File: src/logic/idsc_cfg.svh
`ifndef IDSC_CFG_SVH
`define IDSC_CFG_SVH
// register byte offsets
`define IDSC_OFS_CTRL 8'h00
`define IDSC_OFS_KEY 8'h04
`define IDSC_OFS_WAKE 8'h08
`define IDSC_OFS_CFG 8'h0C
`define IDSC_OFS_CTXA 8'h10
`define IDSC_OFS_CTXB 8'h14
`define IDSC_OFS_PMC 8'h18
`define IDSC_OFS_STAT 8'h1C
`define IDSC_OFS_IRQST 8'h20
`define IDSC_OFS_IRQMSK 8'h24
// field positions
`define IDSC_DEEP_SLEEP_ENABLE_BIT_BIT 15
`define IDSC_RELEASE_BIT 0
`define IDSC_DEEP_SLEEP_BROWNOUT_EN_BIT 6
`define IDSC_DEEP_SLEEP_WATCHDOG_EN_BIT 7
`define IDSC_WDT_EN_BIT 0
`define IDSC_FAIL_SAFE_CLOCK_MONITOR_EN_BIT 1
`define IDSC_PDIS_LSB 8
// wake flag positions
`define IDSC_WK_POR 0
`define IDSC_WK_MASTER_CLEAR_PIN 1
`define IDSC_WK_ALARM 2
`define IDSC_WK_INT0 3
`define IDSC_WK_DEEP_SLEEP_WATCHDOG 4
`define IDSC_WK_ULP 5
`define IDSC_WK_DEEP_SLEEP_BROWNOUT 6
`define IDSC_WK_W 7
// interrupt status positions
`define IDSC_IRQ_IDLEWAKE 0
`define IDSC_IRQ_DEEPWAKE 1
`define IDSC_IRQ_KEYFAULT 2
`define IDSC_IRQ_W 3
// unlock keys and reset values
`define IDSC_KEY_FIRST 8'h55
`define IDSC_KEY_SECOND 8'hAA
`define IDSC_RST_CFG 16'h0000
`define IDSC_RST_PMC 16'h0000
`define IDSC_DEEP_SLEEP_WATCHDOG_CYCLES 32'd4096
`endif

File: src/logic/idsc_pkg.sv
`default_nettype none
package idsc_pkg;
   typedef enum logic [1:0] {
      ST_RUN = 2'b00,
      ST_IDLE = 2'b01,
      ST_SLEEP = 2'b10,
      ST_DEEP = 2'b11
   } idsc_state_e;
   typedef enum logic [1:0] {
      KEY_NONE = 2'b00,
      KEY_FIRST = 2'b01,
      KEY_OPEN = 2'b10
   } idsc_key_e;
endpackage : idsc_pkg
`default_nettype wire

File: src/logic/idsc_power_ctl.sv
`include "idsc_cfg.svh"
`timescale 1ns/1ns
`default_nettype none
module idsc_power_ctl #(
   parameter int unsigned DEEP_SLEEP_WATCHDOG_CYCLES = `IDSC_DEEP_SLEEP_WATCHDOG_CYCLES,
   parameter int unsigned NPERIPH = 8
) (
   input wire logic clk, // system clock
   input wire logic reset, // sync, active high
   input wire logic psel, // apb select
   input wire logic penable, // apb enable
   input wire logic pwrite, // apb direction
   input wire logic [7:0] paddr, // apb byte address
   input wire logic [31:0] pwdata, // apb write data
   output logic pready, // apb ready
   output logic pslverr, // apb error
   output logic [31:0] prdata, // apb read data
   input wire logic pwrSaveReq, // power-save instruction done
   input wire logic pwrSaveSleep, // 1 sleep operand, 0 idle
   input wire logic irqPending, // enabled interrupt pending
   input wire logic wdtTimeout, // ordinary watchdog time-out
   input wire logic porPin, // power-on event, async
   input wire logic mclrPin, // master clear, async
   input wire logic alarmPin, // calendar alarm, async
   input wire logic extInt0Pin, // external interrupt 0, async
   input wire logic ulpWakePin, // ultra low power wake, async
   input wire logic dsBrownPin, // deep brown-out detect, async
   output logic cpuHalt, // cpu stops fetching
   output logic cpuClkEn, // cpu clock gate
   output logic sysClkEn, // system clock source on
   output logic [NPERIPH-1:0] periphClkEn, // peripheral clock gates
   output logic wdtClear, // one-cycle watchdog clear
   output logic lprcRun, // low-power rc oscillator on
   output logic calClkEn, // calendar clock gate
   output logic deepActive, // deep sleep in force
   output logic ioHold, // pins held after deep wake
   output logic irq // level interrupt
);
   // =====================================================
   // checks
   initial begin
      if (NPERIPH < 1 || NPERIPH > 8) begin
         $error("NPERIPH must be 1..8");
      end
      if (DEEP_SLEEP_WATCHDOG_CYCLES < 2) begin
         $error("DEEP_SLEEP_WATCHDOG_CYCLES must be at least 2");
      end
   end

   // =====================================================
   // pin synchronisers
   localparam int WK = `IDSC_WK_W;
   logic [5:0] pinS1_q, pinS2_q;
   always_ff @(posedge clk) begin
      pinS1_q <= {dsBrownPin, ulpWakePin, extInt0Pin, alarmPin, mclrPin, porPin};
      pinS2_q <= pinS1_q;
   end

   // =====================================================
   // state
   idsc_pkg::idsc_state_e state_q, state_d;
   idsc_pkg::idsc_key_e key_q, key_d;
   logic deep_sleep_enable_bit_q, deep_sleep_enable_bit_d;
   logic release_q, release_d;
   logic [WK-1:0] wake_q, wake_d;
   logic [15:0] cfg_q, cfg_d;
   logic [15:0] ctxA_q, ctxA_d;
   logic [15:0] ctxB_q, ctxB_d;
   logic [15:0] pmc_q, pmc_d;
   logic [`IDSC_IRQ_W-1:0] irqSt_q, irqSt_d;
   logic [`IDSC_IRQ_W-1:0] irqMsk_q, irqMsk_d;
   logic [31:0] deep_sleep_watchdog_q, deep_sleep_watchdog_d;
   logic irqHeld_q, irqHeld_d;
   logic wdtClr_q, wdtClr_d;
   logic [31:0] rdata_q, rdata_d;

   logic wrEn, rdSetup, mapped, dsWdtTo, dsBorHit;
   logic [WK-1:0] wakeEv;
   logic [31:0] rdMux;
   logic [`IDSC_IRQ_W-1:0] irqEv;

   function automatic logic isMapped(input logic [7:0] a);
      isMapped = (a == `IDSC_OFS_CTRL) || (a == `IDSC_OFS_KEY) ||
         (a == `IDSC_OFS_WAKE) || (a == `IDSC_OFS_CFG) ||
         (a == `IDSC_OFS_CTXA) || (a == `IDSC_OFS_CTXB) ||
         (a == `IDSC_OFS_PMC) || (a == `IDSC_OFS_STAT) ||
         (a == `IDSC_OFS_IRQST) || (a == `IDSC_OFS_IRQMSK);
   endfunction : isMapped

   // =====================================================
   // bus decode
   assign mapped = isMapped(paddr);
   assign wrEn = psel && penable && pwrite && mapped;
   assign rdSetup = psel && !penable && !pwrite;
   assign pready = 1'b1;
   assign pslverr = psel && penable && !mapped;
   assign prdata = rdata_q;

   // deep watchdog and brown-out own their logic, apart from wdtTimeout
   assign dsWdtTo = cfg_q[`IDSC_DEEP_SLEEP_WATCHDOG_EN_BIT] && (deep_sleep_watchdog_q == DEEP_SLEEP_WATCHDOG_CYCLES - 1);
   assign dsBorHit = cfg_q[`IDSC_DEEP_SLEEP_BROWNOUT_EN_BIT] && pinS2_q[5];

   always_comb begin
      wakeEv = '0;
      wakeEv[`IDSC_WK_POR] = pinS2_q[0];
      wakeEv[`IDSC_WK_MASTER_CLEAR_PIN] = pinS2_q[1];
      wakeEv[`IDSC_WK_ALARM] = pinS2_q[2];
      wakeEv[`IDSC_WK_INT0] = pinS2_q[3];
      wakeEv[`IDSC_WK_DEEP_SLEEP_WATCHDOG] = dsWdtTo;
      wakeEv[`IDSC_WK_ULP] = pinS2_q[4];
      wakeEv[`IDSC_WK_DEEP_SLEEP_BROWNOUT] = dsBorHit;
   end

   always_comb begin
      rdMux = 32'h0000_0000;
      unique case (paddr)
         `IDSC_OFS_CTRL: begin
            rdMux[`IDSC_DEEP_SLEEP_ENABLE_BIT_BIT] = deep_sleep_enable_bit_q;
            rdMux[`IDSC_RELEASE_BIT] = release_q;
         end
         `IDSC_OFS_WAKE: rdMux[WK-1:0] = wake_q;
         `IDSC_OFS_CFG: rdMux[15:0] = cfg_q;
         `IDSC_OFS_CTXA: rdMux[15:0] = ctxA_q;
         `IDSC_OFS_CTXB: rdMux[15:0] = ctxB_q;
         `IDSC_OFS_PMC: rdMux[15:0] = pmc_q;
         `IDSC_OFS_STAT: rdMux[1:0] = state_q;
         `IDSC_OFS_IRQST: rdMux[`IDSC_IRQ_W-1:0] = irqSt_q;
         `IDSC_OFS_IRQMSK: rdMux[`IDSC_IRQ_W-1:0] = irqMsk_q;
         default: rdMux = 32'h0000_0000;
      endcase
   end

   // =====================================================
   // next state
   always_comb begin
      state_d = state_q;
      key_d = key_q;
      deep_sleep_enable_bit_d = deep_sleep_enable_bit_q;
      release_d = release_q;
      wake_d = wake_q;
      cfg_d = cfg_q;
      ctxA_d = ctxA_q;
      ctxB_d = ctxB_q;
      pmc_d = pmc_q;
      irqMsk_d = irqMsk_q;
      irqEv = '0;
      deep_sleep_watchdog_d = 32'h0000_0000;
      irqHeld_d = irqHeld_q;
      wdtClr_d = 1'b0;
      rdata_d = rdSetup ? rdMux : rdata_q;

      // register writes; the key only opens for the very next write
      if (wrEn) begin
         if (key_q != idsc_pkg::KEY_NONE) begin
            key_d = idsc_pkg::KEY_NONE;
         end
         unique case (paddr)
            `IDSC_OFS_CTRL: begin
               release_d = pwdata[`IDSC_RELEASE_BIT] & release_q;
               if (!pwdata[`IDSC_DEEP_SLEEP_ENABLE_BIT_BIT]) begin
                  deep_sleep_enable_bit_d = 1'b0;
               end else if (key_q == idsc_pkg::KEY_OPEN) begin
                  deep_sleep_enable_bit_d = 1'b1;
               end else if (!deep_sleep_enable_bit_q) begin
                  irqEv[`IDSC_IRQ_KEYFAULT] = 1'b1;
               end
            end
            `IDSC_OFS_KEY: begin
               if (pwdata[7:0] == `IDSC_KEY_FIRST) begin
                  key_d = idsc_pkg::KEY_FIRST;
               end else if (pwdata[7:0] == `IDSC_KEY_SECOND && key_q == idsc_pkg::KEY_FIRST) begin
                  key_d = idsc_pkg::KEY_OPEN;
               end
            end
            `IDSC_OFS_CFG: cfg_d = pwdata[15:0];
            `IDSC_OFS_CTXA: ctxA_d = pwdata[15:0];
            `IDSC_OFS_CTXB: ctxB_d = pwdata[15:0];
            `IDSC_OFS_PMC: pmc_d = pwdata[15:0];
            `IDSC_OFS_IRQMSK: irqMsk_d = pwdata[`IDSC_IRQ_W-1:0];
            default: begin
            end
         endcase
      end
      // flags clear whenever the enable bit goes from 0 to 1
      if (deep_sleep_enable_bit_d && !deep_sleep_enable_bit_q) begin
         wake_d = '0;
      end

      // deep_sleep_enable_bit stays set until a deep wake or a write of 0; no watch on it
      unique case (state_q)
         idsc_pkg::ST_RUN: begin
            if (pwrSaveReq) begin
               irqHeld_d = irqPending;
               if (!pwrSaveSleep) begin
                  state_d = idsc_pkg::ST_IDLE;
                  wdtClr_d = 1'b1;
               end else if (deep_sleep_enable_bit_q) begin
                  state_d = idsc_pkg::ST_DEEP;
               end else begin
                  state_d = idsc_pkg::ST_SLEEP;
               end
            end
         end
         idsc_pkg::ST_IDLE, idsc_pkg::ST_SLEEP: begin
            if (irqPending || irqHeld_q || wdtTimeout) begin
               state_d = idsc_pkg::ST_RUN;
               irqHeld_d = 1'b0;
               irqEv[`IDSC_IRQ_IDLEWAKE] = 1'b1;
            end
         end
         idsc_pkg::ST_DEEP: begin
            irqHeld_d = 1'b0;
            if (cfg_q[`IDSC_DEEP_SLEEP_WATCHDOG_EN_BIT] && !dsWdtTo) begin
               deep_sleep_watchdog_d = deep_sleep_watchdog_q + 32'h0000_0001;
            end
            if (|wakeEv) begin
               state_d = idsc_pkg::ST_RUN;
               deep_sleep_enable_bit_d = 1'b0;
               release_d = 1'b1;
               wake_d = wake_q | wakeEv;
               irqEv[`IDSC_IRQ_DEEPWAKE] = 1'b1;
            end
         end
      endcase

      // status set wins over a same-cycle write-one clear
      irqSt_d = irqSt_q;
      if (wrEn && paddr == `IDSC_OFS_IRQST) begin
         irqSt_d = irqSt_q & ~pwdata[`IDSC_IRQ_W-1:0];
      end
      irqSt_d = irqSt_d | irqEv;
   end

   always_ff @(posedge clk) begin
      if (reset) begin
         state_q <= idsc_pkg::ST_RUN;
         key_q <= idsc_pkg::KEY_NONE;
         deep_sleep_enable_bit_q <= 1'b0;
         release_q <= 1'b0;
         wake_q <= '0;
         cfg_q <= `IDSC_RST_CFG;
         ctxA_q <= 16'h0000;
         ctxB_q <= 16'h0000;
         pmc_q <= `IDSC_RST_PMC;
         irqSt_q <= '0;
         irqMsk_q <= '0;
         deep_sleep_watchdog_q <= 32'h0000_0000;
         irqHeld_q <= 1'b0;
         wdtClr_q <= 1'b0;
         rdata_q <= 32'h0000_0000;
      end else begin
         state_q <= state_d;
         key_q <= key_d;
         deep_sleep_enable_bit_q <= deep_sleep_enable_bit_d;
         release_q <= release_d;
         wake_q <= wake_d;
         cfg_q <= cfg_d;
         ctxA_q <= ctxA_d;
         ctxB_q <= ctxB_d;
         pmc_q <= pmc_d;
         irqSt_q <= irqSt_d;
         irqMsk_q <= irqMsk_d;
         deep_sleep_watchdog_q <= deep_sleep_watchdog_d;
         irqHeld_q <= irqHeld_d;
         wdtClr_q <= wdtClr_d;
         rdata_q <= rdata_d;
      end
   end

   // =====================================================
   // power outputs, all decoded from registered state
   logic isRun, isIdle, isDeep;
   assign isRun = (state_q == idsc_pkg::ST_RUN);
   assign isIdle = (state_q == idsc_pkg::ST_IDLE);
   assign isDeep = (state_q == idsc_pkg::ST_DEEP);
   assign cpuHalt = !isRun;
   assign cpuClkEn = isRun;
   assign sysClkEn = isRun || isIdle;
   assign periphClkEn = isRun ? '1 : (isIdle ? ~pmc_q[`IDSC_PDIS_LSB +: NPERIPH] : '0);
   assign wdtClear = wdtClr_q;
   // wdt/fail_safe_clock_monitor want the rc in idle; deep watchdog wants it in deep
   assign lprcRun = isRun || (isIdle && (pmc_q[`IDSC_WDT_EN_BIT] || pmc_q[`IDSC_FAIL_SAFE_CLOCK_MONITOR_EN_BIT])) ||
      (isDeep && cfg_q[`IDSC_DEEP_SLEEP_WATCHDOG_EN_BIT]);
   assign calClkEn = 1'b1;
   assign deepActive = isDeep;
   assign ioHold = release_q;
   assign irq = |(irqSt_q & irqMsk_q);
endmodule : idsc_power_ctl
`default_nettype wire

File: config.mk
export PLATFORM = sky130hd
export DESIGN_NAME = idsc_power_ctl
export DESIGN_NICKNAME = d
export VERILOG_FILES = /design/src/logic/idsc_pkg.sv /design/src/logic/idsc_power_ctl.sv
export VERILOG_INCLUDE_DIRS = /design/src /design/src/logic
export SDC_FILE = /design/constraint.sdc
export NUM_CORES = 1
export LEC_CHECK = 0
export BUFFER_PORTS_ARGS = -buffer_cell sky130_fd_sc_hd__buf_2
export CORE_ASPECT_RATIO = 1.75
export CORE_MARGIN = 2
export CORE_UTILIZATION = 51
export DETAILED_ROUTE_END_ITERATION = 6
export HOLD_SLACK_MARGIN = 0.05
export PLACE_DENSITY = 0.78
export SETUP_SLACK_MARGIN = 0.1
export SLEW_MARGIN = 5
export SYNTH_ARGS = -nofsm -noshare
export SYNTH_HDL_FRONTEND = slang
export SYNTH_SLANG_ARGS = --single-unit
File: constraint.sdc
create_clock -name clk -period 1.85 [get_ports clk]
set_input_delay 0.0925 -clock clk [delete_from_list [all_inputs] [get_ports clk]]
set_output_delay 0.0925 -clock clk [all_outputs]
set_load 0.02 [all_outputs]
Word level (Yosys, flattened, before mapping)
Cells that the tools add are included.
{"block": "word_totals", "register_bits": 145, "out_inout_bits": 51, "in_bits": 55, "wordCells": 144}
{"block": "op_classes", "bitwise_logic": 11, "eq_ne": 20, "add_sub_neg": 1, "reduce_logical": 50, "mux": 45}
{"op": "$add A32 B1 Y32 const B", "n": 1}
{"op": "$eq A32 B12 Y1 const B", "n": 1}
{"op": "$eq A8 B5 Y1 const B", "n": 4}
{"op": "$pmux W8 S4", "n": 1}
{"op": "$mux W1", "n": 23}
{"op": "$mux W7", "n": 3}
{"op": "$pmux W4 S5", "n": 1}
{"op": "$eq A8 B4 Y1 const B", "n": 2}
{"op": "$eq A8 B6 Y1 const B", "n": 2}
{"op": "$mux W2", "n": 8}
{"op": "$mux W8", "n": 2}
{"op": "$logic_or A1 B1 Y1", "n": 15}
{"op": "$logic_and A1 B1 Y1", "n": 14}
{"op": "$reduce_and A2 Y1", "n": 6}
{"op": "$pmux W1 S9", "n": 1}
{"op": "$reduce_or A3 Y1", "n": 3}
{"op": "$eq A8 B3 Y1 const B", "n": 1}
{"op": "$eq A8 B7 Y1 const B", "n": 1}
{"op": "$eq A8 B8 Y1 const B", "n": 1}
{"op": "$logic_not A8 Y1", "n": 1}
{"op": "$not A8 Y8", "n": 1}
{"op": "$pmux W1 S8", "n": 1}
{"op": "$or A7 B7 Y7", "n": 1}
{"op": "$pmux W1 S7", "n": 1}
{"op": "19 further kinds", "n": 32}

Longest topological paths before layout
Gate-level depths: netlist of run 1.
{"block": "logic_depth", "ltp_word": 16, "mapped_depth": 8, "mapped_depth_nobuf": 7}

Worst setup path after synthesis of run 1
No wires, ideal clock.
{"block": "synth_timing", "path_kind": "register -> register", "start": "register deep_sleep_watchdog_q[0]", "end": "register deep_sleep_watchdog_q[23]", "t_required_ns": 1.722, "period_less_slack_ns": 2.007, "setup_time_ns": 0.128, "path_buffers": 1, "arrival_time_ns": 1.880, "setup_slack_ns": -0.157, "stages_incl_launch_ff": 7, "cell_sequence": "dfxtp_1 -> ha_1 -> nand3_1 -> nor3_1 -> a211o_1 -> clkbuf_1 -> nor2_1"}
{"block": "synth_between", "elab_chain_cells": 6, "word_cells_on_any_way": 7, "classes_between": "add/sub (1); eq/ne (1); bitwise (1); reduce/logical (4)"}
{"item": "start: declaration", "line_no": "idsc_power_ctl.sv:72", "rtl": "logic [31:0] deep_sleep_watchdog_q, deep_sleep_watchdog_d;"}
{"item": "start signal: assignment", "line_no": "idsc_power_ctl.sv:263", "rtl": "deep_sleep_watchdog_q <= deep_sleep_watchdog_d;"}
{"item": "branches (longest 6 deep; another with $add A32 B1 Y32)"}
Parallel ways; which one is timed is not known.
A chain may end at the register's enable or synchronous reset.

Worst setup path after layout of run 1
{"block": "layout_timing", "start": "register deep_sleep_watchdog_q[29]", "end": "register wake_q[6]"}
{"block": "layout_between", "elab_chain_cells": 5}
{"item": "$eq A32 B12 Y1", "line_no": "idsc_power_ctl.sv:100", "rtl": "assign dsWdtTo = cfg_q[`IDSC_DEEP_SLEEP_WATCHDOG_EN_BIT] && (deep_sleep_watchdog_q == DEEP_SLEEP_WATCHDOG_CYCL ..."}
{"item": "$logic_and A1 B1 Y1", "line_no": "idsc_power_ctl.sv:100"}
{"item": "$reduce_or A7 Y1", "line_no": "idsc_power_ctl.sv:216", "rtl": "if (|wakeEv) begin"}
{"item": "$mux W7", "line_no": "idsc_power_ctl.sv:216"}
{"item": "$mux W7", "line_no": "idsc_power_ctl.sv:190", "rtl": "unique case (state_q)"}
{"item": "end signal: assignment", "line_no": "idsc_power_ctl.sv:256", "rtl": "wake_q <= wake_d;"}
{"item": "end: declaration", "line_no": "idsc_power_ctl.sv:65", "rtl": "logic [WK-1:0] wake_q, wake_d;"}
Every way passes these cells.

==> flow_summary.toml, run 1 <==
[outcome]
status = "complete, but fails checks"
violations = "DRC, setup timing"

[worst_setup_path]
path_buf_inv = 1
critPathKind = "register to register"
r2r_setup_slack_ns = -0.18
worstPathArrival_ns = 2.38
cp-end-kind = "register"
crit_path_start_kind = "register"
crit_fanout = 7
worstPathCellList = "or4_4, or4_4, nor4_4, buf_4, a2111oi_4, nor3_1"
path_delay_family = "simple AND/OR/NAND/NOR gates"
max_stage_delay_ns = 0.54
crit_top_cell = "or4_4"
critPathRequiredTime_ns = 2.20
crit_slowest_cell = "or4_4"

[synthesis]
synth_top_cell_area_share = 0.457
synth-simple-area-share = 0.260
synth-compound-area-share = 0.163
yosysWarningCount = 0
synthAdderAreaFrac = 0.00985
yosysSeqAreaShare = 0.457
synth_edf_count = 0
yosys.area.top_type = "dfxtp_1"
yosys.cell_types.count = 58
ys_ff_latch = 145
yosys-top-cells-area = "dfxtp_1 (46%), nand2_1 (9.6%), a21oi_1 (6.6%)"
synth_xor_area_frac = 0.0428
synthTopCellsByCount = "nand2_1 (163), dfxtp_1 (145), a21oi_1 (84)"
synthFlopType = "dfxtp_1"
syn-mean-instance-area_sq_um = 8.19
netlist_area_sq_mm = 0.00635
synthArstFlopShare = 0
synthCells = 775
muxShareOfSynthArea = 0.00808
synth_top_family_by_area = "simple AND/OR/NAND/NOR gates"
synth_most_common_cell = "nand2_1"

[grt]
grt_max_degree = 66
overflow = 0
antenna_found_initial = 0
grt_pass1_wl_um = 30200
grt_pass1_vias = 6064
grt_usage = 0.294

[floorplan]
die_x_um = 88.4
die_area_sq_mm = 0.0134
io_pins = 106
placementRows = 54
core_area_sq_mm = 0.0123
start_util = 0.516
dieHeight_um = 152

[timing]
fmax_mhz = 493
grt_setup_unrepaired = "yes"
tightest_slew_ns = 0.551
timing.slew.headroom = 0.631
hold_viol = 0
timing.hold.ws_ns = 0.0904
tns_ns = -1.61
setup_viol = 12
final.setup_skew_ns = 0.00577
fin_crit_ns = 2.03
fin_ws_ns = -0.178
period_share = 1.10
slew_violations = 0

[clock_network]
clock_latency_ns = 0.43
numClockSinks = 145
cts-root-buf = "clkbuf_16"
cts_tree = "done"
clock_path_buffers = 2
cts-buffers-inserted = 17
clk_pin_slew_ns = 0.06
cts_max_level = 4

[route]
drt-pass1-iter-count = 7
wl_per_cell_um = 18.0
drc = 5
ant_nets = 0
vias_per_cell = 5.80
postRouteWirelength_um = 19700
drtIter0Drc = 513
vias = 6331

[pwr]
irDropWorstVdd_v = 0.000718
p_leak_nw = 3.05
powerDensity_mw_per_mm2 = 901

[cells_and_area]
fillers = 998
layout-drive-gt1-share = 0.218
final_net_count = 970
postLayoutCoreUtil = 0.670
diodes = 0
area_growth_syn_to_layout_pct = 29.6

[place]
place_ws_ns = -0.115
dp_hpwl_um = 12900
place_congestion = 0.946
io_buffers = 71

[job]
cap_viol_max_count = 0

[min_path]
hold_path.class = "primary input to register"
-- repair_timing --
| item | in CTS | in global routing |
|---|---|---|
| setup endpoints to repair | 23 | 55 |
| hold endpoints to repair | 72 | 0 |
| resized for setup | 5 | 15 |
| hold buffers | 25 | 0 |
| pin swaps | 3 | 6 |
| buffers inserted | 0 | 3 |
-- metal layers --
metal  track usage  share of wire  up-vias  routed length (um)
met4         0.190          0.067        0                1310
met3        0.0574          0.060      101                1180
met2         0.517           0.52      335               10200
li1              -              -     2941                   -
met1         0.313           0.35     2954                6920
met5             0              0        -                   0
-- cells by family (layout without fill, tap and decap cells) --
| group | Yosys count | in the layout |
|---|---|---|
| and+or+nand+nor | 344 | 344 |
| AOI/OAI and AO/OA | 170 | 170 |
| DFF | 145 | 145 |
| buffers and inverters | 73 | 205 |
| xor gates and xnor gates | 31 | 31 |
| adders and majority gates | 5 | 5 |
| muxes | 5 | 5 |
| other | 2 | 18 |
-- cell usage in the layout, fill, tap and decap left out, types with 7 or more instances in the layout --
cell type and instances:
xor2_1 25, clkbuf_16 17, nor3_1 14, nand2_1 161, a221oi_1 9, nor2_1 60, dfxtp_1 142, a22oi_1 21
buf_2 71, buf_4 62, a21oi_1 84, nand3_1 22, and4_1 7, o21ai_0 28, dlygate4sd3_1 25, nand4_1 17
and3_1 15, conb_1 18
-- layout make-up --
type	instances	area [sq um]	share of cell area
Clock buffer	17	425	0.0517
Clock inverter	15	209	0.0254
Inverter	8	32.5	0.00395
Multi-Input combinational cell	573	3250	0.394
Sequential cell	145	2910	0.353
Tap cell	168	210	0.0255
Timing Repair Buffer	165	1200	0.146
-- power by group --
group / total [mW] / leakage, nW / switching [mW] / internal [mW]
Sequential: 3.19 / 1.18 / 0.0275 / 3.16
Clock: 3.65 / 0.300 / 1.38 / 2.27
Combinational: 0.580 / 1.57 / 0.375 / 0.205
Total: 7.42 / 3.05 / 1.78 / 5.64
-- sequential cells by signal (all words and copies together) (netlist names), 6 cells and up --
| name | count |
|---|---|
| ctxB_q | 16 |
| pmc_q | 16 |
| wake_q | 7 |
| ctxA_q | 16 |
| deep_sleep_watchdog_q | 32 |
| pinS2_q | 6 |
| pinS1_q | 6 |
| cfg_q | 16 |
| prdata | 16 |
-- through the flow --
stage | power [mW] | area (sq um) | std cells
detailed placement | 3.78 | 7240 | 1031
floorplan | 3.57 | 6430 | 791
global placement | 3.77 | 7240 | 1031
finish | 7.42 | 8230 | 1091
CTS | 7.41 | 8150 | 1088
global route | 7.62 | 8230 | 1091
-- worst paths after layout --
kind	start	endpoint	cells past startpoint
worst max-delay path	deep_sleep_watchdog_q[29]	wake_q[6]	6
worst min-delay path	reset	cfg_q[0]	2
worst max register to register	deep_sleep_watchdog_q[29]	wake_q[6]	6
worst min register to register	pinS1_q[3]	pinS2_q[3]	0
Note: power is estimated with default switching activity, not from simulation.
==> run 2, diff against run 1 <==
--- a/config.mk
+++ b/config.mk
@@ -7,13 +7,14 @@
 export NUM_CORES = 1
 export LEC_CHECK = 0
 export BUFFER_PORTS_ARGS = -buffer_cell sky130_fd_sc_hd__buf_2
+export CELL_PAD_IN_SITES_DETAIL_PLACEMENT = 2
+export CELL_PAD_IN_SITES_GLOBAL_PLACEMENT = 2
 export CORE_ASPECT_RATIO = 1.75
 export CORE_MARGIN = 2
-export CORE_UTILIZATION = 51
+export CORE_UTILIZATION = 30
 export DETAILED_ROUTE_END_ITERATION = 6
-export HOLD_SLACK_MARGIN = 0.05
 export PLACE_DENSITY = 0.78
-export SETUP_SLACK_MARGIN = 0.1
+export SETUP_SLACK_MARGIN = 0.2
 export SLEW_MARGIN = 5
 export SYNTH_ARGS = -nofsm -noshare
 export SYNTH_HDL_FRONTEND = slang
==> run 2 against run 1 <==
The flow finishes with violations (setup timing). Worst setup slack lost 0.054 ns. Sequential share of layout area shrank 2.2 points. Cell count grew 9.3%. Via count grew 6.9%. Maximum frequency shrank 2.6%. Routed wire length grew 58%. Largest power group unchanged.
==> flow_summary.toml, run 2 (synthesized netlist as in run 1, its figures left out) <==
[pwr]
powerDensity_mw_per_mm2 = 878
irDropWorstVdd_v = 0.000635
p_int_mw = 5.63
p_switching_mw = 2.10
p_sw_frac = 0.271
pwr-share-seq = 0.414
p_leak_nw = 3.25
power_frac_comb = 0.110
clkPwrFrac = 0.476

[grt]
grt_pass1_wl_um = 45300
grt_max_degree = 41
top_usage_layer = "met2"
antenna_found_initial = 0
grtUsageMet1 = 0.276
grt_util_met2 = 0.496
grt_usage = 0.270
met3_usage = 0.0446
grt_pass1_vias = 7482
overflow = 0

[cells_and_area]
final_net_count = 987
layout-drive-gt1-share = 0.253
area_growth_syn_to_layout_pct = 38.6
regMostFlops = "deep_sleep_watchdog_q"
postLayoutCoreUtil = 0.422
diodes = 0
largest_reg_flops = 32
final_common_cell = "nand2_1"
mostFrequentLayoutCells = "nand2_1 (161), dfxtp_1 (141), a21oi_1 (84)"
postLayoutCellArea_sq_mm = 0.00880

[timing]
timing.slew.headroom = 0.578
hold_viol = 0
final.setup_skew_ns = 0.0180
slew_violations = 0
grt_setup_unrepaired = "yes"
fmax_mhz = 480
tightest_slew_ns = 0.630
setup_viol = 44
fin_ws_ns = -0.232
period_share = 1.13
fin_crit_ns = 2.08

[job]
cap_viol_max_count = 0

[floorplan]
placementRows = 70
die_area_sq_mm = 0.0224
start_util = 0.305
die_x_um = 114
io_pins = 106
core_area_sq_mm = 0.0208
dieHeight_um = 196

[route]
drc = 0
postRouteWirelength_um = 31100
vias = 6765
wl_per_cell_um = 26.1
drtIter0Drc = 298
ant_nets = 0
drt-pass1-iter-count = 5
vias_per_cell = 5.68

[place]
place_ws_ns = -0.178
io_buffers = 71
placed_area_sq_mm = 0.00752
dp_hpwl_um = 17700
place_congestion = 0.841

[worst_setup_path]
crit_path_start_kind = "register"
critPathRequiredTime_ns = 2.20
worstPathArrival_ns = 2.43
crit_fanout = 7
critPathKind = "register to register"
cp-end-kind = "register"

[clock_network]
clock_latency_ns = 0.44
cts-buffers-inserted = 17
clk_pin_slew_ns = 0.07
cts_tree = "done"
cts_max_level = 4
cts-root-buf = "clkbuf_16"
clock_path_buffers = 2
numClockSinks = 145

[outcome]
status = "complete, but fails checks"
violations = "setup timing"

[min_path]
hold_path.class = "primary input to register"
-- run 2: cell types whose count changed in the layout (fill, tap and decap cells not counted), moves of 8 or more --
cell	delta
buf_6	+11
buf_2	-9
buf_4	+9
o21ai_0	-9
buf_12	+8
-- run 2: worst paths after layout --
check | from | endpoint | slack, ns | cells past startpoint
max | deep_sleep_watchdog_q[29] | wake_q[1] | -0.23 | 6
min | pwdata[2] | ctxB_q[2] | 0.01 | 3
max reg2reg | deep_sleep_watchdog_q[29] | wake_q[1] | -0.23 | 6
min reg2reg | pinS1_q[1] | pinS2_q[1] | 0.34 | 0
-- run 2: cell type report --
| cell class | instances | area, sq um |
|---|---|---|
| repair buffers | 182 | 1530 |
| multi-input cells | 573 | 3400 |
| clock buffers | 20 | 437 |
| well taps | 252 | 315 |
| inverters | 8 | 50.0 |
| flip-flops and latches | 145 | 2910 |
| clock inverters | 12 | 158 |
| fillers | 2321 | 12000 |
-- run 2: power groups by stage --
stage | clock, mW | sequential, mW | combinational, mW
after floorplan | 0 | 3.26 | 0.323
after global placement | 0 | 3.26 | 0.568
after detailed placement | 0 | 3.26 | 0.580
after CTS | 3.64 | 3.19 | 0.688
after global routing | 3.83 | 3.20 | 0.888
final | 3.68 | 3.20 | 0.853
-- run 2: repair_timing --
action,CTS,global route
hold buffers,21,0
endpoints found under the setup margin,55,54
cloned,3,0
endpoints found under the hold margin,48,0
gates resized for setup,46,45
pin swaps,5,7
buffers inserted,5,6
-- run 2: metrics by stage --
step | power (mW) | hold slack [ns] | TNS (ns) | std cells
2_1_floorplan | 3.58 | 0.120 | -0.393 | 791
3_3_place_gp | 3.83 | 0.197 | -1.00 | 1125
3_5_place_dp | 3.84 | 0.199 | -1.59 | 1125
4_1_cts | 7.52 | 0.0116 | -1.86 | 1186
5_1_grt | 7.92 | 0.0243 | -6.90 | 1192
6_report | 7.73 | 0.0143 | -4.23 | 1192
-- run 2: layer usage --
metal  share of wire  vias to the layer above
li1                -                     2978
met1            0.37                     3454
met2            0.55                      239
met3           0.030                       94
met4           0.056                        0
met5               0                        -
-- run 2: worst max-delay path, stage by stage (launching register included) --
cell       delay (ns)
dfxtp_2          0.33
or4_4            0.54
or4_4            0.48
nor4_4           0.18
buf_4            0.19
a2111oi_4        0.08
nor3_1           0.21
==> run 3, diff against run 2 <==
--- a/config.mk
+++ b/config.mk
@@ -14,6 +14,7 @@
 export CORE_UTILIZATION = 30
 export DETAILED_ROUTE_END_ITERATION = 6
 export PLACE_DENSITY = 0.78
+export RECOVER_POWER = 100
 export SETUP_SLACK_MARGIN = 0.2
 export SLEW_MARGIN = 5
 export SYNTH_ARGS = -nofsm -noshare
==> run 3 against run 2 <==
The flow still finishes with violations (setup timing). Clock-buffer cell count is the same. Cell count is the same. Sequential share of layout area grew 0.27 points. Combinational power shrank 0.8%. Clock skew shrank 0.00067 ns. Clock power is essentially flat.
==> flow_summary.toml, run 3 (synthesized netlist as in run 1, its figures left out) <==
[outcome]
status = "complete, but fails checks"
violations = "setup timing"

[timing]
period_share = 1.13
fin_ws_ns = -0.235
tns_ns = -5.29
fin_crit_ns = 2.08
fmax_mhz = 480
final.setup_skew_ns = 0.0174
tightest_slew_ns = 0.792
setup_viol = 57
slew_violations = 0
hold_viol = 0
timing.hold.ws_ns = 0.0171
grt_setup_unrepaired = "yes"
timing.slew.headroom = 0.471

[grt]
overflow = 0
top_usage_layer = "met2"
grt_util_met2 = 0.496
grt_pass1_wl_um = 45300
antenna_found_initial = 0
grt_usage = 0.270
grt_max_degree = 41
met3_usage = 0.0446
grtUsageMet1 = 0.276
grt_pass1_vias = 7482

[clock_network]
clk_pin_slew_ns = 0.07
cts_tree = "done"
cts-buffers-inserted = 17
numClockSinks = 145
cts_max_level = 4
clock_latency_ns = 0.44
clock_path_buffers = 2
cts-root-buf = "clkbuf_16"

[worst_setup_path]
cp-end-kind = "register"
crit_path_start_kind = "register"
crit_fanout = 7
critPathKind = "register to register"
critPathRequiredTime_ns = 2.19
worstPathArrival_ns = 2.42

[cells_and_area]
largest_reg_flops = 32
postLayoutCellArea_sq_mm = 0.00872
diodes = 0
mostFrequentLayoutCells = "nand2_1 (161), dfxtp_1 (142), a21oi_1 (84)"
layout-drive-gt1-share = 0.227
regMostFlops = "deep_sleep_watchdog_q"
postLayoutCoreUtil = 0.418
fillers = 2344
final_net_count = 987
final_common_cell = "nand2_1"
instances_no_fill = 1192
area_growth_syn_to_layout_pct = 37.3

[pwr]
p_switching_mw = 2.09
power_frac_comb = 0.110
pwr-share-seq = 0.414
irDropWorstVdd_v = 0.000637
p_int_mw = 5.63
clkPwrFrac = 0.477
powerDensity_mw_per_mm2 = 886
p_sw_frac = 0.271
p_leak_nw = 3.16

[floorplan]
die_x_um = 114
dieHeight_um = 196
placementRows = 70
core_area_sq_mm = 0.0208
io_pins = 106
start_util = 0.305
die_area_sq_mm = 0.0224

[route]
vias_per_cell = 5.67
vias = 6758
drtIter0Drc = 301
drc = 0
postRouteWirelength_um = 31000
ant_nets = 0
wl_per_cell_um = 26.0
drt-pass1-iter-count = 4

[job]
cap_viol_max_count = 0

[place]
place_congestion = 0.841
place_inst = 1125
placed_area_sq_mm = 0.00752
dp_hpwl_um = 17700
io_buffers = 71

[min_path]
hold_path.class = "primary input to register"
-- run 3: per-stage QoR --
stage | power, mW | setup WS (ns)
floorplan | 3.58 | -0.0483
global placement | 3.83 | -0.105
detailed placement | 3.84 | -0.178
CTS | 7.52 | -0.178
global route | 7.91 | -0.292
finish | 7.72 | -0.235
-- run 3: cell type report --
type / count / area [sq um] / area share
multi-input cells: 573 / 3400 / 0.390
flip-flops and latches: 145 / 2910 / 0.334
repair buffers: 182 / 1450 / 0.166
clock buffers: 20 / 437 / 0.0501
well taps: 252 / 315 / 0.0362
clock inverters: 12 / 158 / 0.0181
inverters: 8 / 50.0 / 0.00574
-- run 3: critical path, stage by stage (launching register included) --
cell and delay [ns]:
dfxtp_2 0.33, or4_4 0.54, or4_4 0.48, nor4_4 0.18, buf_4 0.19, a2111oi_4 0.08, nor3_1 0.20
-- run 3: final timing paths --
| kind | start | end | slack [ns] | cells past startpoint |
|---|---|---|---|---|
| worst max register to register | deep_sleep_watchdog_q[29] | wake_q[5] | -0.23 | 6 |
| worst min register to register | pinS1_q[1] | pinS2_q[1] | 0.34 | 0 |
| worst min-delay path | pwdata[2] | ctxB_q[2] | 0.02 | 3 |
| worst max-delay path | deep_sleep_watchdog_q[29] | wake_q[5] | -0.23 | 6 |
-- run 3: routing by layer --
layer  vias to the layer above  routed length, um  part of all wire
met4                         0               1790             0.058
met5                         -                  0                 0
met3                        96                947             0.031
met1                      3452              11300              0.37
li1                       2976                  -                 -
met2                       234              16900              0.55
-- run 3: power by group through the flow --
stage / Sequential, mW / Combinational, mW / Clock, mW
finish: 3.19 / 0.846 / 3.68
global route: 3.20 / 0.882 / 3.83
CTS: 3.19 / 0.688 / 3.64
detailed placement: 3.26 / 0.580 / 0
global placement: 3.26 / 0.568 / 0
floorplan: 3.26 / 0.323 / 0
-- run 3: timing repair --
action / in CTS / in global routing
resized for setup: 46 / 45
hold buffers: 21 / 0
hold endpoints to repair: 48 / 0
pin swaps: 5 / 7
setup buffers: 5 / 6
gates cloned: 3 / 0
setup endpoints to repair: 55 / 54
